[src/core/acr_pkg.sv]
/*
 * Package for the filter coefficient register bank: offsets, reset
 * values and the reserved address range of the coefficient page.
 * Assumes a 7-bit register address within the already selected page.
 */
package acr_pkg;

    // ------------------------------------------------------------------
    // Sizes
    // ------------------------------------------------------------------
    localparam int NREG = 12;
    localparam int AW   = 7;
    localparam int DW   = 8;

    // ------------------------------------------------------------------
    // Entry index of each byte register
    // ------------------------------------------------------------------
    localparam int I_RDE_N0_LO = 0;
    localparam int I_RDE_N1_HI = 1;
    localparam int I_RDE_N1_LO = 2;
    localparam int I_RDE_D1_HI = 3;
    localparam int I_RDE_D1_LO = 4;
    localparam int I_SPA_HI    = 5;
    localparam int I_SPA_LO    = 6;
    localparam int I_LHP_N0_HI = 7;
    localparam int I_LHP_N0_LO = 8;
    localparam int I_LHP_N1_HI = 9;
    localparam int I_LHP_N1_LO = 10;
    localparam int I_LHP_N1_LO2 = 11;

    // ------------------------------------------------------------------
    // Offsets
    // ------------------------------------------------------------------
    localparam logic [AW-1:0] RDEEMPH_NUM0_LOW   = 7'h30;
    localparam logic [AW-1:0] RDEEMPH_NUM1_HIGH  = 7'h31;
    localparam logic [AW-1:0] RDEEMPH_NUM1_LOW   = 7'h32;
    localparam logic [AW-1:0] RDEEMPH_DEN1_HIGH  = 7'h33;
    localparam logic [AW-1:0] RDEEMPH_DEN1_LOW   = 7'h34;
    localparam logic [AW-1:0] SPATIAL_ATTEN_HIGH = 7'h35;
    localparam logic [AW-1:0] SPATIAL_ATTEN_LOW  = 7'h36;
    localparam logic [AW-1:0] RSVD_FIRST         = 7'h37;
    localparam logic [AW-1:0] RSVD_LAST          = 7'h40;
    localparam logic [AW-1:0] LADC_HPF_NUM0_HIGH = 7'h41;
    localparam logic [AW-1:0] LADC_HPF_NUM0_LOW  = 7'h42;
    localparam logic [AW-1:0] LADC_HPF_NUM1_HIGH = 7'h43;
    localparam logic [AW-1:0] LADC_HPF_NUM1_LOW  = 7'h44;

    localparam logic [AW-1:0] REG_OFS [NREG-1] = '{
        RDEEMPH_NUM0_LOW, RDEEMPH_NUM1_HIGH, RDEEMPH_NUM1_LOW,
        RDEEMPH_DEN1_HIGH, RDEEMPH_DEN1_LOW, SPATIAL_ATTEN_HIGH,
        SPATIAL_ATTEN_LOW, LADC_HPF_NUM0_HIGH, LADC_HPF_NUM0_LOW,
        LADC_HPF_NUM1_HIGH, LADC_HPF_NUM1_LOW};

    // ------------------------------------------------------------------
    // Reset values
    // ------------------------------------------------------------------
    localparam logic [DW-1:0] RST_RDE_N0_LO = 8'h55;
    localparam logic [DW-1:0] RST_RDE_N1_HI = 8'hF3;
    localparam logic [DW-1:0] RST_RDE_N1_LO = 8'h00;
    localparam logic [DW-1:0] RST_RDE_D1_HI = 8'h53;
    localparam logic [DW-1:0] RST_RDE_D1_LO = 8'h7E;
    localparam logic [DW-1:0] RST_SPA_HI    = 8'h7F;
    localparam logic [DW-1:0] RST_SPA_LO    = 8'hFF;
    localparam logic [DW-1:0] RST_LHP_N0_HI = 8'h39;
    localparam logic [DW-1:0] RST_LHP_N0_LO = 8'h55;
    localparam logic [DW-1:0] RST_LHP_N1_HI = 8'h00;
    localparam logic [DW-1:0] RST_LHP_N1_LO = 8'h2D;
    localparam logic [DW-1:0] RSVD_VALUE    = 8'h00;

    localparam logic [DW-1:0] REG_RST [NREG-1] = '{
        RST_RDE_N0_LO, RST_RDE_N1_HI, RST_RDE_N1_LO, RST_RDE_D1_HI,
        RST_RDE_D1_LO, RST_SPA_HI, RST_SPA_LO, RST_LHP_N0_HI,
        RST_LHP_N0_LO, RST_LHP_N1_HI, RST_LHP_N1_LO};

endpackage

[src/core/acr_byte_reg.sv]
/*
 * One 8-bit read/write coefficient byte with its own reset value.
 * Assumes write strobe and data are synchronous to clock.
 */
`timescale 1ns/100ps
module acr_byte_reg #(
    parameter logic [7:0] RESET_VAL = 8'h00
) (
    input  wire logic       clock,
    input  wire logic       rst,
    input  wire logic       wr_stb,
    input  wire logic [7:0] wr_data,
    output logic      [7:0] q
);

    logic [7:0] q_ff;

    always_ff @(posedge clock or posedge rst) begin
        if (rst) begin
            q_ff <= RESET_VAL;
        end else if (wr_stb) begin
            q_ff <= wr_data;
        end
    end

    assign q = q_ff;

endmodule

[src/core/acr_coeff_regs.sv]
/*
 * Filter coefficient register bank: de-emphasis, spatial attenuation
 * and left ADC high-pass coefficient bytes, plus the reserved range.
 * Assumes the control-bus slave delivers byte-wide read and write
 * strobes with a page-local address, synchronous to clock.
 */
// Contract
// Each coefficient is one signed 16-bit value; de-emphasis numerator 0 has only its low byte here
// Full signed span, never clamped
// Two 8-bit bytes, high and low; de-emphasis numerator 0 has only its low byte here
// De-emphasis bytes take their reset defaults
// Spatial attenuation resets to largest positive
// Left ADC high-pass bytes reset defaults
// Reserved range is read-only, reads zero
// Host never writes the reserved range
// Read returns last written or default
`timescale 1ns/100ps
module acr_coeff_regs (
    input  wire logic                   clock,
    input  wire logic                   rst,
    input  wire logic                   wr_en,
    input  wire logic                   rd_en,
    input  wire logic [acr_pkg::AW-1:0] addr,
    input  wire logic [acr_pkg::DW-1:0] wr_data,
    output logic      [acr_pkg::DW-1:0] rd_data,
    output logic                        rd_valid,
    output logic      [7:0]             rdeemph_num0_low,
    output logic      [15:0]            rdeemph_num1,
    output logic      [15:0]            rdeemph_den1,
    output logic      [15:0]            spatial_atten,
    output logic      [15:0]            ladc_hpf_num0,
    output logic      [15:0]            ladc_hpf_num1
);
    import acr_pkg::*;

    // ------------------------------------------------------------------
    // Decode and storage
    // ------------------------------------------------------------------
    localparam int NB = NREG - 1;

    logic [NB-1:0] hit;
    logic [DW-1:0] q [NB];
    wire           rsvd_hit;
    logic [DW-1:0] nxt_rd_data;
    logic [DW-1:0] rd_data_ff;
    logic          rd_valid_ff;

    assign rsvd_hit = (addr >= RSVD_FIRST) && (addr <= RSVD_LAST);

    genvar gi;
    generate
        for (gi = 0; gi < NB; gi++) begin : g_byte
            assign hit[gi] = (addr == REG_OFS[gi]);
            acr_byte_reg #(
                .RESET_VAL (REG_RST[gi])
            ) u_byte (
                .clock   (clock),
                .rst     (rst),
                .wr_stb  (wr_en && hit[gi]),
                .wr_data (wr_data),
                .q       (q[gi])
            );
        end
    endgenerate

    // ------------------------------------------------------------------
    // Read path
    // ------------------------------------------------------------------
    // Reserved and unmapped addresses fall through to zero
    always_comb begin
        nxt_rd_data = RSVD_VALUE;
        for (int i = 0; i < NB; i++) begin
            if (hit[i]) begin
                nxt_rd_data = q[i];
            end
        end
    end

    always_ff @(posedge clock or posedge rst) begin
        if (rst) begin
            rd_data_ff  <= RSVD_VALUE;
            rd_valid_ff <= 1'b0;
        end else begin
            rd_valid_ff <= rd_en;
            if (rd_en) begin
                rd_data_ff <= nxt_rd_data;
            end
        end
    end

    assign rd_data  = rd_data_ff;
    assign rd_valid = rd_valid_ff;

    // ------------------------------------------------------------------
    // Coefficient words to the filter datapaths
    // ------------------------------------------------------------------
    // Plain concatenation: no saturation, the datapath sees every code
    assign rdeemph_num0_low = q[I_RDE_N0_LO];
    assign rdeemph_num1  = {q[I_RDE_N1_HI], q[I_RDE_N1_LO]};
    assign rdeemph_den1  = {q[I_RDE_D1_HI], q[I_RDE_D1_LO]};
    assign spatial_atten = {q[I_SPA_HI], q[I_SPA_LO]};
    assign ladc_hpf_num0 = {q[I_LHP_N0_HI], q[I_LHP_N0_LO]};
    assign ladc_hpf_num1 = {q[I_LHP_N1_HI], q[I_LHP_N1_LO]};
endmodule

[config.mk]
export PLATFORM = sky130hd
export DESIGN_NAME = acr_coeff_regs
export DESIGN_NICKNAME = d
export VERILOG_FILES = /design/src/core/acr_pkg.sv /design/src/core/acr_byte_reg.sv /design/src/core/acr_coeff_regs.sv
export SDC_FILE = /design/constraint.sdc
export NUM_CORES = 1
export LEC_CHECK = 0
export BUFFER_PORTS_ARGS = -buffer_cell sky130_fd_sc_hd__clkbuf_2
export CORE_MARGIN = 2
export CORE_UTILIZATION = 54
export DETAILED_ROUTE_END_ITERATION = 8
export PLACE_DENSITY_LB_ADDON = 0.2
export SLEW_MARGIN = 40
export SYNTH_ARGS = -nofsm -noshare
export SYNTH_HDL_FRONTEND = slang
export SYNTH_HIERARCHICAL = 1
export SYNTH_SLANG_ARGS = --single-unit
[constraint.sdc]
create_clock -name clock -period 1.6 [get_ports clock]
set_input_delay 0.08 -clock clock [delete_from_list [all_inputs] [get_ports clock]]
set_output_delay 0.08 -clock clock [all_outputs]
set_load 0.01 [all_outputs]
==> flow_summary.json, run 1 <==
{
  "status": "complete, no violations",
  "cap_violations": 0,
  "firstDrtPassIters": 6,
  "grt_pass1_wl_um": 21550,
  "power_frac_seq_pct": 54.2,
  "ant_nets": 0,
  "netSwitchingPower_mw": 1.561,
  "maxSlewHeadroom_pct": 71.29,
  "die-area_sq_mm": 0.01024,
  "clock_latency_ps": 360,
  "ff2ff_setup_slack_ps": 60,
  "gp_congestion": 0.9842,
  "htreeDepth": 3,
  "path_common_cell": "mux2_2",
  "crit_path_start": "g_byte[2].u_byte/q[4]$_DFFE_PP0P_",
  "stdcell_area_sq_mm": 0.006130,
  "grt_use_met3_pct": 4.003,
  "post_cts_buffers": 0,
  "clkPwrFrac_pct": 27.6,
  "hpwl_um": 10650,
  "utilization_pct": 66.65,
  "path_depth": 5,
  "finalWirelength_um": 14210,
  "critical_path_arrival_ps": 1790,
  "die_width_um": 101.2,
  "reg2reg_to": "rd_data[4]$_DFFE_PP0P_",
  "r2r-start": "g_byte[2].u_byte/q[4]$_DFFE_PP0P_",
  "ir_drop_uv": 456.2,
  "syn_to_final_growth_pct": 20.22,
  "vias": 3761,
  "crit_type": "flip-flop to flip-flop",
  "worstPathRequired_ps": 1850,
  "fin_nets": 543,
  "rsz0062_at_grt": "no",
  "drt_iter0_markers": 230,
  "coreArea_sq_mm": 0.009196,
  "root_buffer": "clkbuf_8",
  "cp-endpoint": "rd_data[4]$_DFFE_PP0P_",
  "drcViolationCount": 0,
  "tightest_slew_ps": 430.7,
  "fin_crit_sh_pct": 96.16,
  "clock-sinks": 97,
  "p_int_mw": 3.837,
  "setup-violations-final": 0,
  "grt_overflow": 0,
  "ys_warn_count": 6,
  "num_rows": 35,
  "fillerInstances": 716,
  "finClkSkew_ps": 7.938,
  "cts_buffers": 9,
  "path_cells": "mux2_2 -> nand2_1 -> o211ai_1 -> a32o_1 -> mux2_2",
  "ys_ff_latch": 97,
  "die_height_um": 101.2,
  "syn_nets": 406,
  "cts_tree": "done",
  "wire_per_inst_um": 22.20,
  "finalMaxSlewViolations": 0,
  "syn_area_sq_mm": 0.005099,
  "drive_gt1_share_pct": 58.79,
  "groute.usage.overall_pct": 28.51,
  "synth_edf_count": 0,
  "end_kind": "flip-flop",
  "whs_path_depth": 1,
  "placed_area_sq_mm": 0.005938,
  "p_leak_nw": 2.923,
  "ys_seq_area_share_pct": 48.76,
  "use_met2_pct": 45.54,
  "synth_ff_type": "dfrtp_1",
  "grt_pass1_vias": 3753,
  "grt_max_degree": 24,
  "start_util_pct": 55.44,
  "fmax_ghz": 0.6500,
  "port_buffers": 115,
  "drt-vias-per-instance": 5.877,
  "netlist_instances": 387,
  "antennaDiodeCount": 0,
  "use_met1_pct": 41.26,
  "critPathTopFamily": "multiplexers",
  "crit_buf_inv": 0,
  "slowest_delay_ps": 420,
  "hold_path.class": "input port to flip-flop",
  "switching_share_pct": 28.91,
  "comb_power_share_pct": 18.2,
  "async_flop_share_pct": 100.0,
  "clockBufferDepth": 2,
  "hold_viol_final": 0,
  "clkSlewWorstSetupHoldPaths_ps": 90,
  "p_per_area_mw_per_mm2": 880.6,
  "io-pin-count": 116,
  "crit_slowest_cell": "dfrtp_1",
  "min_period_ps": 1539,
  "top_usage_layer": "met2",
  "start_kind": "flip-flop",
  "syn_area_per_cell_sq_um": 13.17,
  "ys_types": 45,
  "antenna_found_initial": 0,
  "crit_fanout": 3,
  "r2r.worst_path.cells": 5
}
-- cell families (layout without fill, tap and decap cells) --
logic type,count (synthesis),in the layout,share of synthesized area (%)
AOI/OAI and AO/OA,67,67,9.816
buffers and inverters,44,186,5.251
DFF,97,97,48.76
muxes,99,99,28.12
and+or+nand+nor,80,80,8.049
-- how the worst min path moves through the flow --
stage                     startpoint                            endpoint
after floorplan                  rst   g_byte[5].u_byte/q[7]$_DFFE_PP0P_
after global placement           rst  g_byte[10].u_byte/q[6]$_DFFE_PP0P_
after detailed placement         rst   g_byte[5].u_byte/q[7]$_DFFE_PP0P_
after CTS                      rd_en                  rd_valid$_DFF_PP0_
after global routing           rd_en                  rd_valid$_DFF_PP0_
final                          rd_en                  rd_valid$_DFF_PP0_
-- cells in the final DEF, fill, tap and decap left out, types with 2 or more instances in the layout --
master and instances:
a211oi_1 10, a21o_1 3, a21oi_1 2, a221oi_1 3
a222oi_1 3, a22o_1 3, a22oi_1 9, and3_1 3
buf_12 3, buf_4 36, clkbuf_2 115, clkbuf_8 10
clkinv_4 3, dfrtp_1 50, dfstp_2 47, inv_1 15
mux2_2 2, mux2_4 88, mux2i_1 9, nand2_1 18
nand2b_1 5, nand3_1 7, nor2_1 23, nor2b_1 11
nor3_1 5, o211ai_1 4, o21a_1 5, o21ai_0 9
o21ai_1 2, o221ai_1 4, o22ai_1 3
-- synthesized netlist by cell type, types with 2 or more instances --
library cell / number / area, sq um
a221oi_1: 3 / 26.28
buf_2: 7 / 35.03
mux2i_1: 9 / 90.09
nor2b_1: 11 / 68.82
a211oi_1: 10 / 75.07
inv_1: 15 / 56.30
o221ai_1: 4 / 35.03
nand3_1: 7 / 35.03
a21oi_1: 2 / 10.01
dfstp_2: 47 / 1235
and3_1: 3 / 18.77
a22o_1: 3 / 26.28
nor3_1: 5 / 25.02
mux2_2: 2 / 22.52
nand2b_1: 5 / 31.28
a22oi_1: 9 / 67.56
nor2_1: 23 / 86.33
nand2_1: 18 / 67.56
clkbuf_1: 8 / 30.03
o211ai_1: 4 / 30.03
a21o_1: 3 / 22.52
buf_6: 12 / 135.1
o21ai_0: 11 / 55.05
a222oi_1: 3 / 30.03
dfrtp_1: 50 / 1251
mux2_4: 88 / 1321
o22ai_1: 3 / 18.77
o21a_1: 5 / 37.54
-- routing by layer --
| layer | wire length (um) | vias up |
|---|---|---|
| met2 | 6836 | 169 |
| li1 | - | 1671 |
| met3 | 825 | 19 |
| met5 | 0 | - |
| met1 | 6354 | 1902 |
| met4 | 193 | 0 |
-- worst register-to-register path: cells and delay by family, from the launching register on --
family | cells | cell delay, ps
AOI/OAI and AO/OA | 2 | 400
muxes | 2 | 540
and+or+nand+nor | 1 | 70
DFF | 1 | 420
-- power groups by stage --
stage	combinational [mW]	clock, mW	sequential [mW]
after detailed placement	0.982	0	2.96
final	0.983	1.49	2.92
after global placement	0.957	0	2.96
after CTS	0.986	1.51	2.92
after global routing	1.05	1.64	2.95
after floorplan	0.486	0	2.99
-- area by class of cell --
type                            instances  area, sq um  area share, %
Clock buffer                           11        141.4          2.307
Clock inverter                          5        40.04         0.6532
Inverter                               15        56.30         0.9186
Multi-Input combinational cell        246         2351          38.35
Sequential cell                        97         2486          40.56
Tap cell                              111        138.9          2.266
Timing Repair Buffer                  155        915.9          14.94
-- state kept, by name (all words and copies together), names as in the netlist --
signal	flops
rd_data	8
g_byte.u_byte/q	88
rd_valid	1
-- per-stage QoR --
| step | setup TNS [ps] | power (mW) | std cells | hold slack (ps) | setup slack, ps |
|---|---|---|---|---|---|
| 5_1_grt | 0 | 5.639 | 640 | 176.5 | 26.32 |
| 2_1_floorplan | 0 | 3.472 | 387 | -109.4 | 17.90 |
| 3_3_place_gp | -45.62 | 3.913 | 623 | 253.4 | -6.425 |
| 6_report | 0 | 5.398 | 640 | 136.7 | 61.46 |
| 3_5_place_dp | -412.0 | 3.943 | 623 | 267.4 | -70.96 |
| 4_1_cts | 0 | 5.412 | 640 | 117.7 | 57.30 |
-- what timing repair did --
action                     in CTS  in global routing
gates resized for setup         0                  2
hold endpoints to repair       50                  0
setup endpoints to repair       0                  2
hold buffers                    1                  0
No activity file was read; power rests on OpenSTA's default activity.
==> run 2, diff against run 1 <==
--- a/config.mk
+++ b/config.mk
@@ -5,6 +5,7 @@
 export SDC_FILE = /design/constraint.sdc
 export NUM_CORES = 1
 export LEC_CHECK = 0
+export ABC_AREA = 1
 export BUFFER_PORTS_ARGS = -buffer_cell sky130_fd_sc_hd__clkbuf_2
 export CORE_MARGIN = 2
 export CORE_UTILIZATION = 54
==> run 2 against run 1 <==
Compared with the run above:
- design area down 6.3%
- first-iteration DRC count grew 96%
- clock-buffer cell count increased by 1
- core utilization is 0.12 points lower
- clock power up 33%
- highest routed layer unchanged
==> flow_summary.json, run 2 <==
{
  "status": "complete, no violations",
  "ys_ff_latch": 97,
  "die_height_um": 97.70,
  "groute.usage.overall_pct": 30.62,
  "finalWirelength_um": 14350,
  "grt_pass1_wl_um": 22690,
  "grt_use_met3_pct": 5.468,
  "vias": 4645,
  "tns_ps": 0,
  "synth_fa_ha_area_share_pct": 0,
  "drcViolationCount": 0,
  "start_kind": "flip-flop",
  "cts_resized": 0,
  "end_kind": "flip-flop",
  "root_buffer": "clkbuf_8",
  "cap_violations": 0,
  "die-area_sq_mm": 0.009544,
  "ir_drop_uv": 589.5,
  "drt-vias-per-instance": 5.213,
  "fin_crit_sh_pct": 79.39,
  "port_buffers": 115,
  "yosys-top-cells-area": "nand2_1 29%, dfrtp_1 26%, dfstp_2 26%",
  "syn_to_final_growth_pct": 21.19,
  "tightest_slew_ps": 499.8,
  "syn_nets": 662,
  "start_util_pct": 54.90,
  "clockBufferDepth": 2,
  "ys_types": 18,
  "htreeDepth": 3,
  "critical_path_arrival_ps": 1590,
  "io-pin-count": 116,
  "grt_max_degree": 16,
  "yosys.area.top_type": "nand2_1",
  "slowest_delay_ps": 560,
  "fin_nets": 797,
  "p_per_area_mw_per_mm2": 966.6,
  "synth_edf_count": 0,
  "coreArea_sq_mm": 0.008636,
  "hold_path.class": "input port to flip-flop",
  "use_met1_pct": 42.99,
  "ys_top_cells_by_count": "369 x nand2_1, 54 x inv_1, 50 x dfrtp_1, 47 x dfstp_2, 39 x nor2_1",
  "async_flop_share_pct": 100.0,
  "grt_pass1_vias": 4371,
  "clock_latency_ps": 370,
  "setup-violations-final": 0,
  "firstDrtPassIters": 6,
  "synth-xor-area-share_pct": 0,
  "synthMuxAreaShare_pct": 0,
  "antenna_found_initial": 0,
  "drive_gt1_share_pct": 28.35,
  "num_rows": 34,
  "synth_top_area_share_pct": 29.22,
  "top_usage_layer": "met2",
  "netlist_instances": 643,
  "drt_iter0_markers": 450,
  "most-common-layout-cells": "369 x nand2_1, 115 x clkbuf_2, 54 x inv_1",
  "finalMaxSlewViolations": 0,
  "cts-hold-fix-buffers": 2,
  "rsz0062_at_grt": "no",
  "syn_area_sq_mm": 0.004741,
  "use_met2_pct": 48.49,
  "ant_nets": 0,
  "syn_area_per_cell_sq_um": 7.373,
  "cts_buffers": 9,
  "gp_congestion": 1.040,
  "crit_buf_inv": 0,
  "min_period_ps": 1270,
  "die_width_um": 97.70,
  "clkSlewWorstSetupHoldPaths_ps": 90,
  "synth_compound_area_share_pct": 1.161,
  "hpwl_um": 10560,
  "crit_slowest_cell": "dfstp_2",
  "finClkSkew_ps": 18.18,
  "synth_top_family_by_area": "simple AND/OR/NAND/NOR gates",
  "yosysMostFrequentCell": "nand2_1",
  "antennaDiodeCount": 0,
  "largest_register_ffs": 88,
  "wire_per_inst_um": 16.10,
  "synth_simple_gate_area_share_pct": 38.03,
  "grt_overflow": 0,
  "fin_ws_ps": 329.7,
  "crit_type": "flip-flop to flip-flop",
  "critPathTopFamily": "simple AND/OR/NAND/NOR gates",
  "cts_tree": "done",
  "hold_viol_final": 0,
  "worstPathRequired_ps": 1920,
  "path_cells": "nand4_1 -> nand2_1 -> nor2_1 -> nand3_1 -> nand2_1 -> nand3_1 -> nand2_1 -> nand3_1 -> nand2_1 -> nand2_1",
  "synth_ff_type": "dfrtp_1",
  "ys_seq_area_share_pct": 52.44,
  "path_common_cell": "nand2_1",
  "pre_cts_ws_ps": 60.90,
  "crit_fanout": 3,
  "post_cts_buffers": 0,
  "maxSlewHeadroom_pct": 66.65,
  "clock-sinks": 97,
  "fmax_ghz": 0.7872,
  "p_leak_nw": 3.237,
  "final_common_cell": "nand2_1",
  "ys_warn_count": 6
}
==> run 2: cell count changes after synthesis, sizes merged, moves of 10 or more <==
cell | previous run | this run
inv | 15 | 69
nand2 | 18 | 369
a211oi | 10 | 0
nand4 | 0 | 19
nor2 | 23 | 45
nor2b | 11 | 0
mux2 | 90 | 0
==> run 2: metal layers <==
layer | up-vias | wire length (um)
met1 | 2154 | 6108
li1 | 2209 | -
met4 | 0 | 297
met2 | 252 | 6799
met5 | - | 0
met3 | 30 | 1143
==> run 2: worst paths after layout <==
check | start | end | slack, ps | cells after the start
setup / recovery | g_byte[0].u_byte/q[4]$_DFFE_PP1P_ | rd_data[4]$_DFFE_PP0P_ | 330 | 10
hold / removal | wr_data[2] | g_byte[10].u_byte/q[2]$_DFFE_PP1P_ | 140 | 3
setup reg to reg | g_byte[0].u_byte/q[4]$_DFFE_PP1P_ | rd_data[4]$_DFFE_PP0P_ | 330 | 10
hold reg to reg | g_byte[10].u_byte/q[3]$_DFFE_PP1P_ | g_byte[10].u_byte/q[3]$_DFFE_PP1P_ | 480 | 2
min in group asynchronous | rst | g_byte[7].u_byte/q[1]$_DFFE_PP0P_ | 440 | 3
max in group asynchronous | rst | g_byte[0].u_byte/q[2]$_DFFE_PP1P_ | 840 | 3
==> run 2: cells by family after synthesis <==
| kind of cell | Yosys count |
|---|---|
| buf+inv | 83 |
| compound gates | 11 |
| flops | 97 |
| simple gates | 452 |
==> run 2: worst min-delay path: stages <==
cell      delay [ps]
clkbuf_2         240
nand2_1          140
nand2_1           50
==> run 2: layout make-up <==
cell class	count	area, sq um
inverter	69	259.0
clock inverter	4	98.84
clock buffer	12	155.1
timing repair buffer	138	753.2
sequential	97	2486
tap	108	135.1
fill	763	2890
multi-input combinational	463	1858
==> run 2: where the power goes <==
part | switching (mW) | internal, mW
registers | 0.188 | 2.71
clock network | 0.851 | 1.13
logic | 0.440 | 0.233
==> run 2: metrics by stage <==
stage | hold slack (ps) | instances | util (%) | area, sq um | power, mW
floorplan | -109.4 | 643 | - | 4741 | 3.207
global placement | 272.0 | 873 | 63.36 | 5472 | 3.579
global route | 130.3 | 891 | 66.53 | 5746 | 5.764
CTS | 122.5 | 891 | 66.53 | 5746 | 5.554
finish | 135.9 | 891 | 66.53 | 5746 | 5.554
detailed placement | 287.4 | 873 | 63.36 | 5472 | 3.604
==> run 3, diff against run 2 <==
==> constraint.sdc (replaced) <==
create_clock -name clock -period 1.2 [get_ports clock]
set_input_delay 0.06 -clock clock [delete_from_list [all_inputs] [get_ports clock]]
set_output_delay 0.06 -clock clock [all_outputs]
set_load 0.01 [all_outputs]
==> run 3 against run 2 <==
Compared with the run above:
- the run now ends with negative setup slack left
- largest power group unchanged
- wire length grew 0.39%
- flip-flop and latch count unchanged
- design area is 4.4% higher
- final cell count rose by 3.6%
- sequential power up 33%
- via count up 2.9%
- global-route usage up 0.14 points
- maximum frequency decreased by 0.33%
==> flow_summary.json, run 3 (synthesized netlist as in run 2, its figures left out) <==
{
  "fmax_ghz": 0.7847,
  "ant_nets": 0,
  "ir_drop_uv": 703.9,
  "fin_ws_ps": -74.44,
  "die_width_um": 97.70,
  "stdcell_area_sq_mm": 0.006001,
  "coreArea_sq_mm": 0.008636,
  "hpwl_um": 10730,
  "setup-violations-final": 5,
  "start_kind": "flip-flop",
  "die-area_sq_mm": 0.009544,
  "grt_pass1_vias": 4584,
  "p_leak_nw": 3.383,
  "fin_nets": 829,
  "worstPathRequired_ps": 1470,
  "critPathTopFamily": "simple AND/OR/NAND/NOR gates",
  "p_total_mw": 6.931,
  "syn_to_final_growth_pct": 26.58,
  "firstDrtPassIters": 5,
  "fin_cells": 923,
  "drt_iter0_markers": 281,
  "wire_per_inst_um": 15.61,
  "hold_path.class": "input port to flip-flop",
  "critical_path_arrival_ps": 1540,
  "clkPwrFrac_pct": 29.8,
  "clock-sinks": 97,
  "finalMaxSlewViolations": 0,
  "utilization_pct": 69.49,
  "clkSlewWorstSetupHoldPaths_ps": 100,
  "path_cells": "nand4_1 -> nand2_1 -> nor2_2 -> nand4_1 -> nor2_2 -> nand4_1 -> nand2_1 -> nand2_1",
  "slowest_delay_ps": 390,
  "most-common-layout-cells": "369 x nand2_1, 112 x clkbuf_2, 53 x inv_1",
  "largest_register_ffs": 88,
  "crit_slowest_cell": "dfrtp_1",
  "grt_max_degree": 18,
  "hold_slack_ps": 117.7,
  "wl_met2_um": 6733,
  "drt-vias-per-instance": 5.180,
  "maxSlewHeadroom_pct": 69.80,
  "end_kind": "flip-flop",
  "power_frac_seq_pct": 55.7,
  "grt_pass1_wl_um": 22960,
  "gp_congestion": 0.9312,
  "antenna_found_initial": 0,
  "crit_buf_inv": 0,
  "cts_buffers": 9,
  "htreeDepth": 3,
  "vias": 4781,
  "antennaDiodeCount": 0,
  "num_rows": 34,
  "groute.usage.overall_pct": 30.76,
  "min_period_ps": 1274,
  "wl_met3_um": 1180,
  "top_layer": "met4",
  "crit_type": "flip-flop to flip-flop",
  "met1Wirelength_um": 6195,
  "finClkSkew_ps": 13.74,
  "p_int_mw": 4.854,
  "clock_latency_ps": 360,
  "tightest_slew_ps": 452.4,
  "hold_viol_final": 0,
  "crit_fanout": 2,
  "root_buffer": "clkbuf_8",
  "status": "finished with violations",
  "cap_violations": 0,
  "io-pin-count": 116,
  "p_per_area_mw_per_mm2": 1155,
  "finalWirelength_um": 14400,
  "dp_cells": 896,
  "fin_crit_sh_pct": 106.2,
  "drive_gt1_share_pct": 33.13,
  "violations": "negative setup slack",
  "switching_share_pct": 29.97,
  "cts_tree": "done",
  "placed_area_sq_mm": 0.005664,
  "tns_ps": -296.6,
  "netSwitchingPower_mw": 2.077,
  "drcViolationCount": 0,
  "port_buffers": 115,
  "start_util_pct": 54.90,
  "pre_cts_ws_ps": -441.6,
  "rsz0062_at_grt": "yes",
  "die_height_um": 97.70,
  "comb_power_share_pct": 14.5,
  "final_common_cell": "nand2_1",
  "clockBufferDepth": 2,
  "grt_overflow": 0
}
==> run 3: cell types whose count changed in the layout (fill, tap and decap cells not counted), moves of 2 or more <==
cell	previous run	this run
buf_4	21	50
nor2_1	39	29
nor2_2	3	13
buf_6	0	5
bufinv_16	3	0
clkbuf_2	115	112
o21ai_0	10	7
inv_6	0	2
o21ai_2	0	2
==> run 3: repair_timing <==
item	CTS	global route
hold endpoints to repair	53	0
resized for setup	13	12
hold buffers	2	0
setup endpoints to repair	9	25
buffers inserted	4	6
pin swaps	8	11
==> run 3: worst reg2reg max path, cell delays in order, from the launching register on <==
cell and delay (ps):
dfrtp_1 390, nand4_1 90, nand2_1 70, nor2_2 130, nand4_1 130, nor2_2 150, nand4_1 100, nand2_1 70
nand2_1 40
==> run 3: power by group through the flow <==
stage,sequential (mW),combinational (mW),clock (mW)
finish,3.86,1.00,2.06
CTS,3.86,0.975,2.09
global placement,3.90,0.917,0
detailed placement,3.91,0.944,0
global route,3.89,1.10,2.22
floorplan,3.96,0.314,0
==> run 3: layout make-up <==
| class | instances | area [sq um] |
|---|---|---|
| inverters | 69 | 259.0 |
| fillers | 759 | 2635 |
| clock inverters | 6 | 50.05 |
| repair buffers | 170 | 1032 |
| clock buffers | 10 | 137.6 |
| flip-flops and latches | 97 | 2486 |
| well taps | 108 | 135.1 |
| multi-input cells | 463 | 1901 |
==> run 3: per-layer routing <==
layer | global-route usage (%) | vias to the layer above
met3 | 4.029 | 25
met4 | 10.68 | 0
met5 | 0 | -
met1 | 44.64 | 2274
li1 | - | 2272
met2 | 47.96 | 210
==> run 3: worst paths after layout <==
kind	startpoint	to	slack (ps)	cells past startpoint
max	g_byte[0].u_byte/q[7]$_DFFE_PP0P_	rd_data[7]$_DFFE_PP0P_	-70	8
min	wr_data[1]	g_byte[3].u_byte/q[1]$_DFFE_PP1P_	120	3
max reg2reg	g_byte[0].u_byte/q[7]$_DFFE_PP0P_	rd_data[7]$_DFFE_PP0P_	-70	8
min reg2reg	g_byte[6].u_byte/q[0]$_DFFE_PP1P_	g_byte[6].u_byte/q[0]$_DFFE_PP1P_	480	2
max in group asynchronous	rst	g_byte[0].u_byte/q[4]$_DFFE_PP1P_	460	3
min in group asynchronous	rst	g_byte[7].u_byte/q[1]$_DFFE_PP0P_	410	3
